**src/pfi_pkg.sv**
```systemverilog
// Purpose: constants for the port force and edge interrupt register group
// Assumes: 32-bit register port, byte offsets as printed
// Notes: all offsets, fields, resets and timing counts live here
package pfi_pkg;
    localparam logic [11:0] OFS_PORT_FORCE = 12'h018;
    localparam logic [11:0] OFS_IRQ_SHAPE = 12'h340;
    localparam logic [11:0] OFS_DMA_START = 12'h344;
    localparam int FORCE_LSB_P1 = 0;
    localparam int FORCE_LSB_P2 = 2;
    localparam int FORCE_LSB_P3 = 4;
    localparam int FORCE_W = 2;
    localparam int NUM_PORTS = 3;
    localparam int SPACE_LSB = 24;
    localparam int SPACE_W = 8;
    localparam int PULSE_LSB = 0;
    localparam int PULSE_W = 16;
    localparam int DMA_W = 16;
    localparam logic [1:0] FORCE_NORMAL = 2'h0;
    localparam logic [1:0] FORCE_LOW = 2'h1;
    localparam logic [1:0] FORCE_FULL = 2'h2;
    localparam logic [1:0] FORCE_HIGH = 2'h3;
    localparam logic [5:0] PORT_FORCE_RST = 6'h00;
    localparam logic [7:0] SPACE_RST = 8'h00;
    localparam logic [15:0] PULSE_RST = 16'h000F;
    localparam logic [15:0] DMA_RST = 16'h0000;
    // microframe length and clock rate
    localparam int UFRAME_NS = 125000;
    localparam int CLK_PERIOD_NS = 10;
    localparam int UFRAME_CYC = UFRAME_NS / CLK_PERIOD_NS;
endpackage : pfi_pkg

```
**src/pfi_tick_if.sv**
```systemverilog
// Purpose: carries the microframe tick between the block's modules
// Assumes: one clock domain
// Notes: tick is a one-cycle pulse
interface pfi_tick_if;
    logic tick;
    modport gen (output tick);
    modport use_tick (input tick);
endinterface : pfi_tick_if

```
**src/pfi_uframe_tick.sv**
```systemverilog
// Purpose: internal microframe tick generator
// Assumes: REF_CLK rate matches the package
// Notes: period is a parameter so benches can shorten it
module pfi_uframe_tick #(
    parameter int PERIOD = pfi_pkg::UFRAME_CYC
) (
    input wire logic clk,
    input wire logic rst,
    input wire logic ce,
    pfi_tick_if.gen tk
);
    typedef struct packed {
        logic [31:0] cnt;
        logic tick;
    } pfi_tk_st_t;
    pfi_tk_st_t s_q, s_d;
    always_comb
    begin
        s_d = s_q;
        s_d.tick = 1'b0;
        if (s_q.cnt >= 32'(PERIOD - 1))
        begin
            s_d.cnt = 32'h0;
            s_d.tick = 1'b1;
        end
        else
        begin
            s_d.cnt = s_q.cnt + 32'h1;
        end
    end
    always_ff @(posedge clk)
    begin
        if (rst)
            s_q <= '0;
        else if (ce)
            s_q <= s_d;
    end
    assign tk.tick = s_q.tick;
endmodule : pfi_uframe_tick

```
**src/pfi_regs.sv**
```systemverilog
// Purpose: port speed forcing, edge interrupt shaping, dma start address
// Assumes: simple synchronous register port, writes take one cycle
// Notes: level mode passes the raw event level through one register, one clock late
//
// Summary of operation
// - three two-bit force fields at 5:4, 3:2, 1:0, reset to normal
// - field value 01 forces that port enabled at low speed
// - field value 10 forces that port enabled at full speed
// - field value 11 forces that port enabled at high speed
// - edge pulses spaced at least bits 31:24 microframes of 125 us
// - spacing zero means no gap; events during a pulse merge into one next pulse
// - spacing applies in edge mode only, not in level mode
// - edge pulse held for the clock count in bits 15:0 plus one, reset 000F
// - default count gives a sixteen-clock pulse
// - write-only dma start address at 0344, upper half reserved zero
// - low sixteen bits give the dma read/write start location
module pfi_regs #(
    parameter int UFRAME_CYCLES = pfi_pkg::UFRAME_CYC
) (
    input wire logic REF_CLK,
    input wire logic RESET,
    input wire logic CE,
    input wire logic [11:0] REG_ADDR,
    input wire logic REG_WR,
    input wire logic REG_RD,
    input wire logic [31:0] REG_WDATA,
    output logic [31:0] REG_RDATA,
    input wire logic IRQ_EVENT,
    input wire logic IRQ_LEVEL_MODE,
    output logic IRQ_OUT,
    output logic [2:0] PORT_FORCE_EN,
    output logic [5:0] PORT_FORCE_SPEED,
    output logic [15:0] DMA_START_ADDR
);
    typedef enum logic [1:0] {
        IDLE = 2'h0,
        PULSE = 2'h1,
        GAP = 2'h3
    } pfi_irq_st_t;

    typedef struct packed {
        logic [5:0] force_f;
        logic [7:0] space;
        logic [15:0] width;
        logic [15:0] dma;
        logic [31:0] rdata;
        pfi_irq_st_t st;
        logic [15:0] wcnt;
        logic [7:0] gcnt;
        logic pend;
        logic irq;
        logic [2:0] en;
        logic [5:0] spd;
    } pfi_state_t;

    pfi_state_t s_q, s_d;
    pfi_tick_if tk_if ();

    // shared tick keeps the gap count independent of pulse width
    pfi_uframe_tick #(
        .PERIOD(UFRAME_CYCLES)
    ) u_tick (
        .clk(REF_CLK),
        .rst(RESET),
        .ce(CE),
        .tk(tk_if.gen)
    );

    always_comb
    begin
        s_d = s_q;
        // register writes; reserved bits are simply not stored
        if (REG_WR)
        begin
            case (REG_ADDR)
                pfi_pkg::OFS_PORT_FORCE:
                    s_d.force_f = REG_WDATA[5:0];
                pfi_pkg::OFS_IRQ_SHAPE:
                begin
                    s_d.space = REG_WDATA[pfi_pkg::SPACE_LSB
                        +: pfi_pkg::SPACE_W];
                    s_d.width = REG_WDATA[pfi_pkg::PULSE_LSB
                        +: pfi_pkg::PULSE_W];
                end
                pfi_pkg::OFS_DMA_START:
                    s_d.dma = REG_WDATA[pfi_pkg::DMA_W-1:0];
                default:
                    s_d.dma = s_q.dma;
            endcase
        end
        // dma start reads zero; unmapped offsets read zero
        s_d.rdata = 32'h0;
        if (REG_RD)
        begin
            case (REG_ADDR)
                pfi_pkg::OFS_PORT_FORCE:
                    s_d.rdata = {26'h0, s_q.force_f};
                pfi_pkg::OFS_IRQ_SHAPE:
                    s_d.rdata = {s_q.space, 8'h00, s_q.width};
                default:
                    s_d.rdata = 32'h0;
            endcase
        end
        for (int p = 0; p < pfi_pkg::NUM_PORTS; p++)
        begin
            s_d.en[p] = s_q.force_f[2*p +: 2] != pfi_pkg::FORCE_NORMAL;
            s_d.spd[2*p +: 2] = s_q.force_f[2*p +: 2];
        end
        // events during pulse or gap are held in one pending bit, so several merge into one
        if (IRQ_EVENT)
            s_d.pend = 1'b1;
        if (IRQ_LEVEL_MODE)
        begin
            s_d.st = IDLE;
            s_d.pend = 1'b0;
            s_d.irq = IRQ_EVENT;
        end
        else
        begin
            case (s_q.st)
                IDLE:
                begin
                    s_d.irq = 1'b0;
                    if (s_q.pend || IRQ_EVENT)
                    begin
                        s_d.pend = 1'b0;
                        s_d.st = PULSE;
                        s_d.irq = 1'b1;
                        s_d.wcnt = s_q.width;
                    end
                end
                // high for count plus one clocks
                PULSE:
                begin
                    if (s_q.wcnt == 16'h0)
                    begin
                        s_d.irq = 1'b0;
                        s_d.gcnt = s_q.space;
                        // no gap when spacing is zero
                        s_d.st = (s_q.space == 8'h00) ? IDLE : GAP;
                    end
                    else
                        s_d.wcnt = s_q.wcnt - 16'h1;
                end
                // gap in microframe ticks
                // waits gcnt+1 ticks: the tick runs free, so the first one
                // may come a clock after the fall and must not count
                GAP:
                begin
                    s_d.irq = 1'b0;
                    if (tk_if.tick)
                    begin
                        if (s_q.gcnt == 8'h00)
                            s_d.st = IDLE;
                        else
                            s_d.gcnt = s_q.gcnt - 8'h01;
                    end
                end
                default:
                begin
                    s_d.st = IDLE;
                    s_d.irq = 1'b0;
                end
            endcase
        end
    end

    always_ff @(posedge REF_CLK)
    begin
        if (RESET)
        begin
            s_q <= '0;
            s_q.force_f <= pfi_pkg::PORT_FORCE_RST;
            s_q.space <= pfi_pkg::SPACE_RST;
            s_q.width <= pfi_pkg::PULSE_RST;
            s_q.dma <= pfi_pkg::DMA_RST;
            s_q.st <= IDLE;
        end
        else if (CE)
            s_q <= s_d;
    end

    assign REG_RDATA = s_q.rdata;
    assign IRQ_OUT = s_q.irq;
    assign PORT_FORCE_EN = s_q.en;
    assign PORT_FORCE_SPEED = s_q.spd;
    assign DMA_START_ADDR = s_q.dma;

    // helper: cycles since the last pulse ended
    logic [31:0] since_q;
    logic irq_d1_q;
    always_ff @(posedge REF_CLK)
    begin
        if (RESET)
        begin
            since_q <= 32'hFFFFFFFF;
            irq_d1_q <= 1'b0;
        end
        else if (CE)
        begin
            irq_d1_q <= s_q.irq;
            if (irq_d1_q && !s_q.irq)
                since_q <= 32'h1;
            else if (since_q != 32'hFFFFFFFF)
                since_q <= since_q + 32'h1;
        end
    end

    // helper: spacing owed after the last fall, and the high time of the
    // current pulse against the count that was loaded when it rose
    logic [7:0] gap_ufr_q;
    logic [16:0] hi_len_q;
    logic [15:0] hi_cnt_q;
    always_ff @(posedge REF_CLK)
    begin
        if (RESET)
        begin
            gap_ufr_q <= 8'h00;
            hi_len_q <= 17'h00000;
            hi_cnt_q <= 16'h0000;
        end
        else if (CE)
        begin
            if (irq_d1_q && !s_q.irq)
                gap_ufr_q <= (s_q.st == GAP) ? s_q.gcnt : 8'h00;
            if (s_q.irq)
                hi_len_q <= hi_len_q + 17'h00001;
            else
            begin
                hi_len_q <= 17'h00000;
                hi_cnt_q <= s_q.width;
            end
        end
    end

    AST_FORCE_MAP: assert property (@(posedge REF_CLK) disable iff (RESET)
        CE && !RESET |=> ##1 (!CE || PORT_FORCE_SPEED[1:0] == $past(s_q.force_f[1:0], 1)))
        else $error("port one speed does not follow its field");
    AST_FORCE_EN: assert property (@(posedge REF_CLK) disable iff (RESET)
        PORT_FORCE_EN[2] == (PORT_FORCE_SPEED[5:4] != 2'h0) || $past(!CE))
        else $error("port three enable disagrees with speed");
    AST_FORCE_HS: assert property (@(posedge REF_CLK) disable iff (RESET)
        PORT_FORCE_SPEED[3:2] == 2'h3 |-> PORT_FORCE_EN[1])
        else $error("high speed force without enable");
    AST_FORCE_RST: assert property (@(posedge REF_CLK)
        $fell(RESET) |-> s_q.force_f == pfi_pkg::PORT_FORCE_RST)
        else $error("force fields not zero after reset");
    AST_WIDTH_RST: assert property (@(posedge REF_CLK)
        $fell(RESET) |-> s_q.width == pfi_pkg::PULSE_RST)
        else $error("pulse count default wrong");
    AST_PULSE_LEN: assert property (@(posedge REF_CLK) disable iff (RESET)
        CE && !IRQ_LEVEL_MODE && s_q.st == IDLE && (s_q.pend || IRQ_EVENT)
        && s_q.width == 16'h000F ##1 (CE && !IRQ_LEVEL_MODE)[*7]
        |-> IRQ_OUT)
        else $error("edge pulse dropped early");
    AST_GAP_HOLD: assert property (@(posedge REF_CLK) disable iff (RESET)
        s_q.st == GAP |-> !IRQ_OUT)
        else $error("pulse raised inside spacing gap");
    AST_SPACING: assert property (@(posedge REF_CLK) disable iff (RESET)
        $rose(s_q.irq) && !IRQ_LEVEL_MODE && $past(s_q.st) == IDLE
        |-> since_q > 32'(UFRAME_CYCLES) * {24'h000000, gap_ufr_q})
        else $error("pulses closer than the programmed spacing");
    AST_NO_GAP: assert property (@(posedge REF_CLK) disable iff (RESET)
        CE && s_q.st == PULSE && s_q.wcnt == 16'h0 && s_q.space == 8'h00
        && !IRQ_LEVEL_MODE |=> s_q.st == IDLE)
        else $error("gap entered with zero spacing");
    AST_LEVEL: assert property (@(posedge REF_CLK) disable iff (RESET)
        CE && IRQ_LEVEL_MODE |=> IRQ_OUT == $past(IRQ_EVENT))
        else $error("level mode not passing event level");
    AST_DMA_WR: assert property (@(posedge REF_CLK) disable iff (RESET)
        CE && REG_WR && REG_ADDR == pfi_pkg::OFS_DMA_START
        |=> DMA_START_ADDR == $past(REG_WDATA[15:0]))
        else $error("dma start address not stored");
    AST_DMA_RD: assert property (@(posedge REF_CLK) disable iff (RESET)
        CE && REG_RD && REG_ADDR == pfi_pkg::OFS_DMA_START
        |=> REG_RDATA == 32'h0)
        else $error("write-only register returned data");
    AST_PULSE_W: assert property (@(posedge REF_CLK) disable iff (RESET)
        !IRQ_LEVEL_MODE && $fell(IRQ_OUT) && $past(s_q.st) == PULSE
        |-> hi_len_q == {1'b0, hi_cnt_q} + 17'h00001)
        else $error("edge pulse length differs from its count");
    // a frozen enable must not let the gap or pulse counters creep
    AST_CE_HOLD: assert property (@(posedge REF_CLK) disable iff (RESET)
        !CE |=> $stable(s_q))
        else $error("state moved while clock enable was low");
    AST_RD_ZERO: assert property (@(posedge REF_CLK) disable iff (RESET)
        CE && !REG_RD |=> REG_RDATA == 32'h0)
        else $error("read data stands after its read cycle");
    AST_RSVD_RD: assert property (@(posedge REF_CLK) disable iff (RESET)
        CE && REG_RD && REG_ADDR == pfi_pkg::OFS_PORT_FORCE
        |=> REG_RDATA == {26'h0, $past(s_q.force_f)})
        else $error("force register read back wrong");
    AST_GAP_TK: assert property (@(posedge REF_CLK) disable iff (RESET)
        CE && !IRQ_LEVEL_MODE && s_q.st == GAP && !tk_if.tick
        |=> s_q.st == GAP && $stable(s_q.gcnt))
        else $error("spacing count moved without a microframe tick");
endmodule : pfi_regs

```
**config.mk**
```make
export PLATFORM = sky130hd
export DESIGN_NAME = pfi_regs
export DESIGN_NICKNAME = d
export VERILOG_FILES = /design/src/pfi_pkg.sv /design/src/pfi_tick_if.sv /design/src/pfi_uframe_tick.sv /design/src/pfi_regs.sv
export SDC_FILE = /design/constraint.sdc
export NUM_CORES = 1
export LEC_CHECK = 0
export BUFFER_PORTS_ARGS = -buffer_cell sky130_fd_sc_hd__buf_4
export CORE_ASPECT_RATIO = 1.75
export CORE_UTILIZATION = 44
export DETAILED_ROUTE_END_ITERATION = 10
export PLACE_DENSITY = 0.67
export SYNTH_ARGS = -nofsm -noshare
export SYNTH_HDL_FRONTEND = slang
export SYNTH_SLANG_ARGS = --single-unit
```
**constraint.sdc**
```tcl
create_clock -name REF_CLK -period 6 [get_ports REF_CLK]
set_input_delay 1.5 -clock REF_CLK [delete_from_list [all_inputs] [get_ports REF_CLK]]
set_output_delay 1.5 -clock REF_CLK [all_outputs]
set_load 0.05 [all_outputs]
```
---- Word-level counts from Yosys, hierarchy flattened ----
Cells that the tools add are included.
storage, ports and cells
  output and inout bits ................... 58
  memories ................................ 0
  bits in read-only memories .............. 0
  input port bits ......................... 51
  register bits ........................... 148
  RAM bits ................................ 0
  bits in latches ......................... 0
cells by class
  reductions and logical operators ........ 17
  order comparisons ....................... 1
  equality and inequality tests ........... 14
  add/subtract/negate cells ............... 3
  shift operators ......................... 0
  $mul .................................... 0
  div/mod/pow operators ................... 0
  bitwise gates (word level) .............. 1
  mux-type cells .......................... 23
operators with widths
  cell                   number
  $mux 32                2
  $pmux 32 s2            1
  $add 32x1->32 const B  1
  $ge 32x14->1 const B   1
  $pmux 16 s2            1
  $eq 12x10->1 const B   2
  $mux 8                 3
  $mux 18                1
  $logic_not 16->1       1
  $logic_not 8->1        2
  $mux 16                1
  $pmux 8 s2             1
  $sub 16x1->16 const B  1
  $mux 2                 7
  $eq 12x5->1 const B    1
  $reduce_and 5->1       2
  $reduce_bool 2->1      5
  $ne 3x3->1 const B     3
  $reduce_and 3->1       3
  $ne 2x2->1 const B     4
  $sub 8x1->8 const B    1
  $pmux 2 s3             1
  $reduce_and 6->1       1
  $mux 1                 4
  9 further kinds        9

---- Longest topological paths before layout ----
  depth in word-level cells ............... 5
  depth in mapped cells ................... 8
  gate-level depth less buffers ........... 7

---- Modules after synthesis ----
From an unflattened synthesis, not the netlist that was laid out.
second synthesis, totals
  cells, all modules ...................... 789
  area total of the unflattened synthesis .. 6,946.7 µm²
modules (own cells, without submodules)
  module           area each (µm²)  cells each  seq. area each (µm²)  times used
  pfi_regs         5,192.5          593         2,142.1               1
  pfi_uframe_tick  1,754.2          196         660.6                 1

---- Worst setup path before layout ----
No wires, ideal clock.
  path type ............................... in2reg
  start ................................... in REG_ADDR[1]
  end ..................................... reg s_q (netlist bit DMA_START_ADDR[10])
  library setup time ...................... 128 ps
  stages on the path ...................... 6
  arrival ................................. 3,011 ps
  slack ................................... 2,861 ps
  path buffers ............................ 1
  cells stage by stage .................... nor4_1 nand4b_1 nor2_1 buf_4 mux2i_1 nor2_1
between the ends
  word-level cells in the longest chain between the ends .. 2
ends and longest elaborated chain
  element                            RTL line        RTL
  start, declared                    pfi_regs.sv:23  input wire logic [11:0] REG_ADDR,
  $eq 12x10->1                       pfi_regs.sv:75  case (REG_ADDR)
  $reduce_and 3->1 (no source line)  -
  end, declared                      pfi_regs.sv:56  pfi_state_t s_q, s_d;
No other way between the ends.
A chain may end at the register's enable or synchronous reset.

==> results.yml <==
floorplanning:
  die_h_um: 165
  dieArea_mm2: 0.0157
  pin_count: 109
  core_region_area_mm2: 0.0148
  fp.dieW_um: 95.2
  rows: 59
  start_util_pct: 45.1
setup_path:
  worst-path-max-fanout: 33
  cp_num_buf_inv: 1
  critical_path.slowest_cell: "nor4_1"
  r2r-start: "u_tick.s_q[1]"
  critPathLaunchType: "input port"
  crit_path_max_incr_delay_ns: 0.71
  path_cells: "buf_4, nand3_1, nor4_1, nor3b_1, xnor2_1, nor2_1"
  path_delay_family: "simple AND/OR/NAND/NOR gates"
  crit_arrival_ns: 3.47
  crit_path_end_kind: "flip-flop"
  required_ns: 6.29
  crit_type: "in2reg"
  cp-startpoint: "CE"
clock_network:
  cts_buffers: 17
  clk_path_buf_depth: 2
  post_cts_resized: 0
  postCtsHoldBufs: 0
  clock_latency_ns: 0.41
  cts_setup_buffers: 0
  cts.clk_slew.worst_paths_ns: 0.06
  cts_sinks: 140
  htree_levels: 4
  cts_tree: "done"
  cts-root-buf: "clkbuf_16"
power:
  switching_share_pct: 22.8
  combPwrFrac_pct: 6.7
  p_sw_mw: 0.494
  p_seq_share_pct: 43.6
  p_leak_nw: 2.89
  clkPwrFrac_pct: 49.7
  power_density_mw_per_mm2: 282
  p_int_mw: 1.67
  ir_worst_vdd_mv: 0.161
sta:
  min_period_ns: 3.18
  worst_pin_slew_ns: 1.13
  rsz0062_at_grt: "false"
  fin_crit_sh_pct: 52.9
  fin_skew_ns: 0.00894
  fmax_ghz: 0.315
  finalHoldViolCount: 0
  drv_slew: 0
  relSlewSlack_pct: 24.8
  setup_viol: 0
  setup_tns_ns: 0
grt:
  grt_pass1_wl_mm: 25.1
  grtUsageTotal_pct: 20.4
  grt_max_degree: 77
  antenna_found_initial: 0
  grt_pass1_vias: 5332
  grt.overflow.total: 0
route:
  first_pass_iters: 6
  avgRoutedWirePerCell_um: 15.2
  drt-vias-per-instance: 5.53
  drt_drc_violations_left: 0
  ant_nets: 0
  drt_wl_total_mm: 15.1
  vias: 5488
  drt_iter0_markers: 282
cells_and_area:
  final_layout_size_suffix_gt1_share_pct: 18.1
  fin_nets: 854
  syn_to_final_growth_pct: 15.1
  stdcell_count: 993
  diodes: 0
synth:
  synth.most_common_cell: "nor2_1"
  synth_commonest_cells: "nor2_1 (146), dfxtp_1 (140), buf_4 (58), mux2i_1 (50), clkbuf_1 (37)"
  yosysSeqAreaShare_pct: 41.9
  yosysTopAreaCell: "dfxtp_1"
  yosys_warnings: 0
  async_flop_share_pct: 0
  syn-cell-area_mm2: 0.00669
  synth_top_area_share_pct: 41.9
  synth_flop_cell: "dfxtp_1"
  avgSynthCellArea_um2: 8.65
  synth_edf_count: 0
  synth.distinct_cells: 67
  netlist_top_cells_area: "dfxtp_1 (42%), nor2_1 (8.2%), mux2i_1 (7.5%)"
  postSynthCellCount: 773
  ys_ff_latch: 140
place:
  dp_hpwl_mm: 10.3
  dp_cells: 962
  place.gp.congestion: 0.787
  place.port_buffers: 92
run_status:
  status: "completed"
job:
  maxCapViolCount: 0
hold_path:
  hp-start: "s_q[12]"
  hp-class: "reg2reg"
area by class of cell:
class / instances / area (um^2)
Inverter: 11 / 41.3
Sequential cell: 140 / 2800
Clock buffer: 21 / 470
Tap cell: 183 / 229
Fill cell: 1444 / 7140
Timing Repair Buffer: 100 / 751
Clock inverter: 10 / 140
Multi-Input combinational cell: 528 / 3260
sequential cells by signal (all words and copies together), names as in the netlist:
| signal | cells |
|---|---|
| s_q | 51 |
| u_tick.s_q | 32 |
| REG_RDATA | 24 |
| DMA_START_ADDR | 16 |
| PORT_FORCE_SPEED | 6 |
| s_d | 6 |
| PORT_FORCE_EN | 3 |
| IRQ_OUT | 1 |
| u_tick.tk.tick | 1 |
per-layer routing:
layer	vias up	global-route usage, %	wire [um]	part of all wire [%]
met2	106	36.8	8160	54
met5	-	0	0	0
li1	2722	-	-	-
met1	2631	22.6	6000	40
met4	0	9.85	449	3.0
met3	29	3.34	502	3.3
placed cells by master, fill, tap and decap left out, types with 3 or more instances in the layout:
cell / Yosys / routed
mux2i_1: 50 / 50
o21ai_0: 15 / 14
a222oi_1: 6 / 6
nor2_1: 146 / 145
bufinv_16: 0 / 3
dfxtp_1: 140 / 140
ha_1: 5 / 5
clkbuf_16: 0 / 17
nor2b_1: 11 / 11
or4_1: 4 / 4
and4_1: 3 / 3
inv_1: 10 / 10
xor2_1: 14 / 14
nor3b_1: 4 / 4
buf_4: 58 / 100
nand2b_1: 9 / 9
o31ai_1: 7 / 7
a211o_1: 5 / 5
a31oi_1: 4 / 4
or3_1: 5 / 5
clkbuf_8: 0 / 3
nand2_1: 36 / 36
nor3_1: 15 / 14
o32ai_2: 3 / 3
xnor2_1: 13 / 13
nand3_1: 21 / 21
conb_1: 1 / 8
o32ai_1: 4 / 4
nand4_1: 13 / 13
nor4_1: 24 / 24
a22oi_1: 26 / 26
a211oi_1: 5 / 5
a21oi_1: 29 / 29
and3_1: 6 / 6
clkinvlp_4: 0 / 3
path summary, 6_finish.rpt:
check / end / slack (ns) / cells past startpoint
setup / recovery: u_tick.s_q[21] / 2.82 / 6
hold / removal: s_q[12] / 0.47 / 2
setup reg to reg: u_tick.s_q[21] / 3.65 / 6
hold reg to reg: s_q[12] / 0.47 / 2
worst min-delay path: stages, from the launching register on:
cell and delay [ns]:
dfxtp_1 0.31, nand3_1 0.06, a21oi_1 0.05
per-stage QoR:
step | hold WS (ns) | power (mW) | setup slack, ns | utilization (%) | area, um^2
floorplan | 0.438 | 1.07 | 2.86 | - | 6710
global placement | 0.453 | 1.11 | 2.29 | 47.8 | 7090
detailed placement | 0.467 | 1.11 | 2.28 | 47.8 | 7090
CTS | 0.475 | 2.20 | 2.70 | 51.9 | 7700
global route | 0.497 | 2.25 | 2.56 | 51.9 | 7700
finish | 0.471 | 2.17 | 2.82 | 51.9 | 7700
logic make-up after synthesis:
group	Yosys count	share of synthesized area, %
and+or+nand+nor	313	22.6
DFF	140	41.9
AOI/OAI and AO/OA	124	13.3
buffers and inverters	112	9.92
muxes	51	7.65
xor gates and xnor gates	27	3.54
adders and majority gates	5	0.936
other	1	0.0561
power groups by stage:
stage               combinational [mW]  clock, mW  sequential (mW)
floorplan                        0.103          0            0.964
global placement                 0.146          0            0.966
detailed placement               0.147          0            0.966
CTS                              0.147       1.10            0.945
global route                     0.162       1.14            0.946
finish                           0.146       1.08            0.946
No activity file was read; power rests on OpenSTA's default activity.
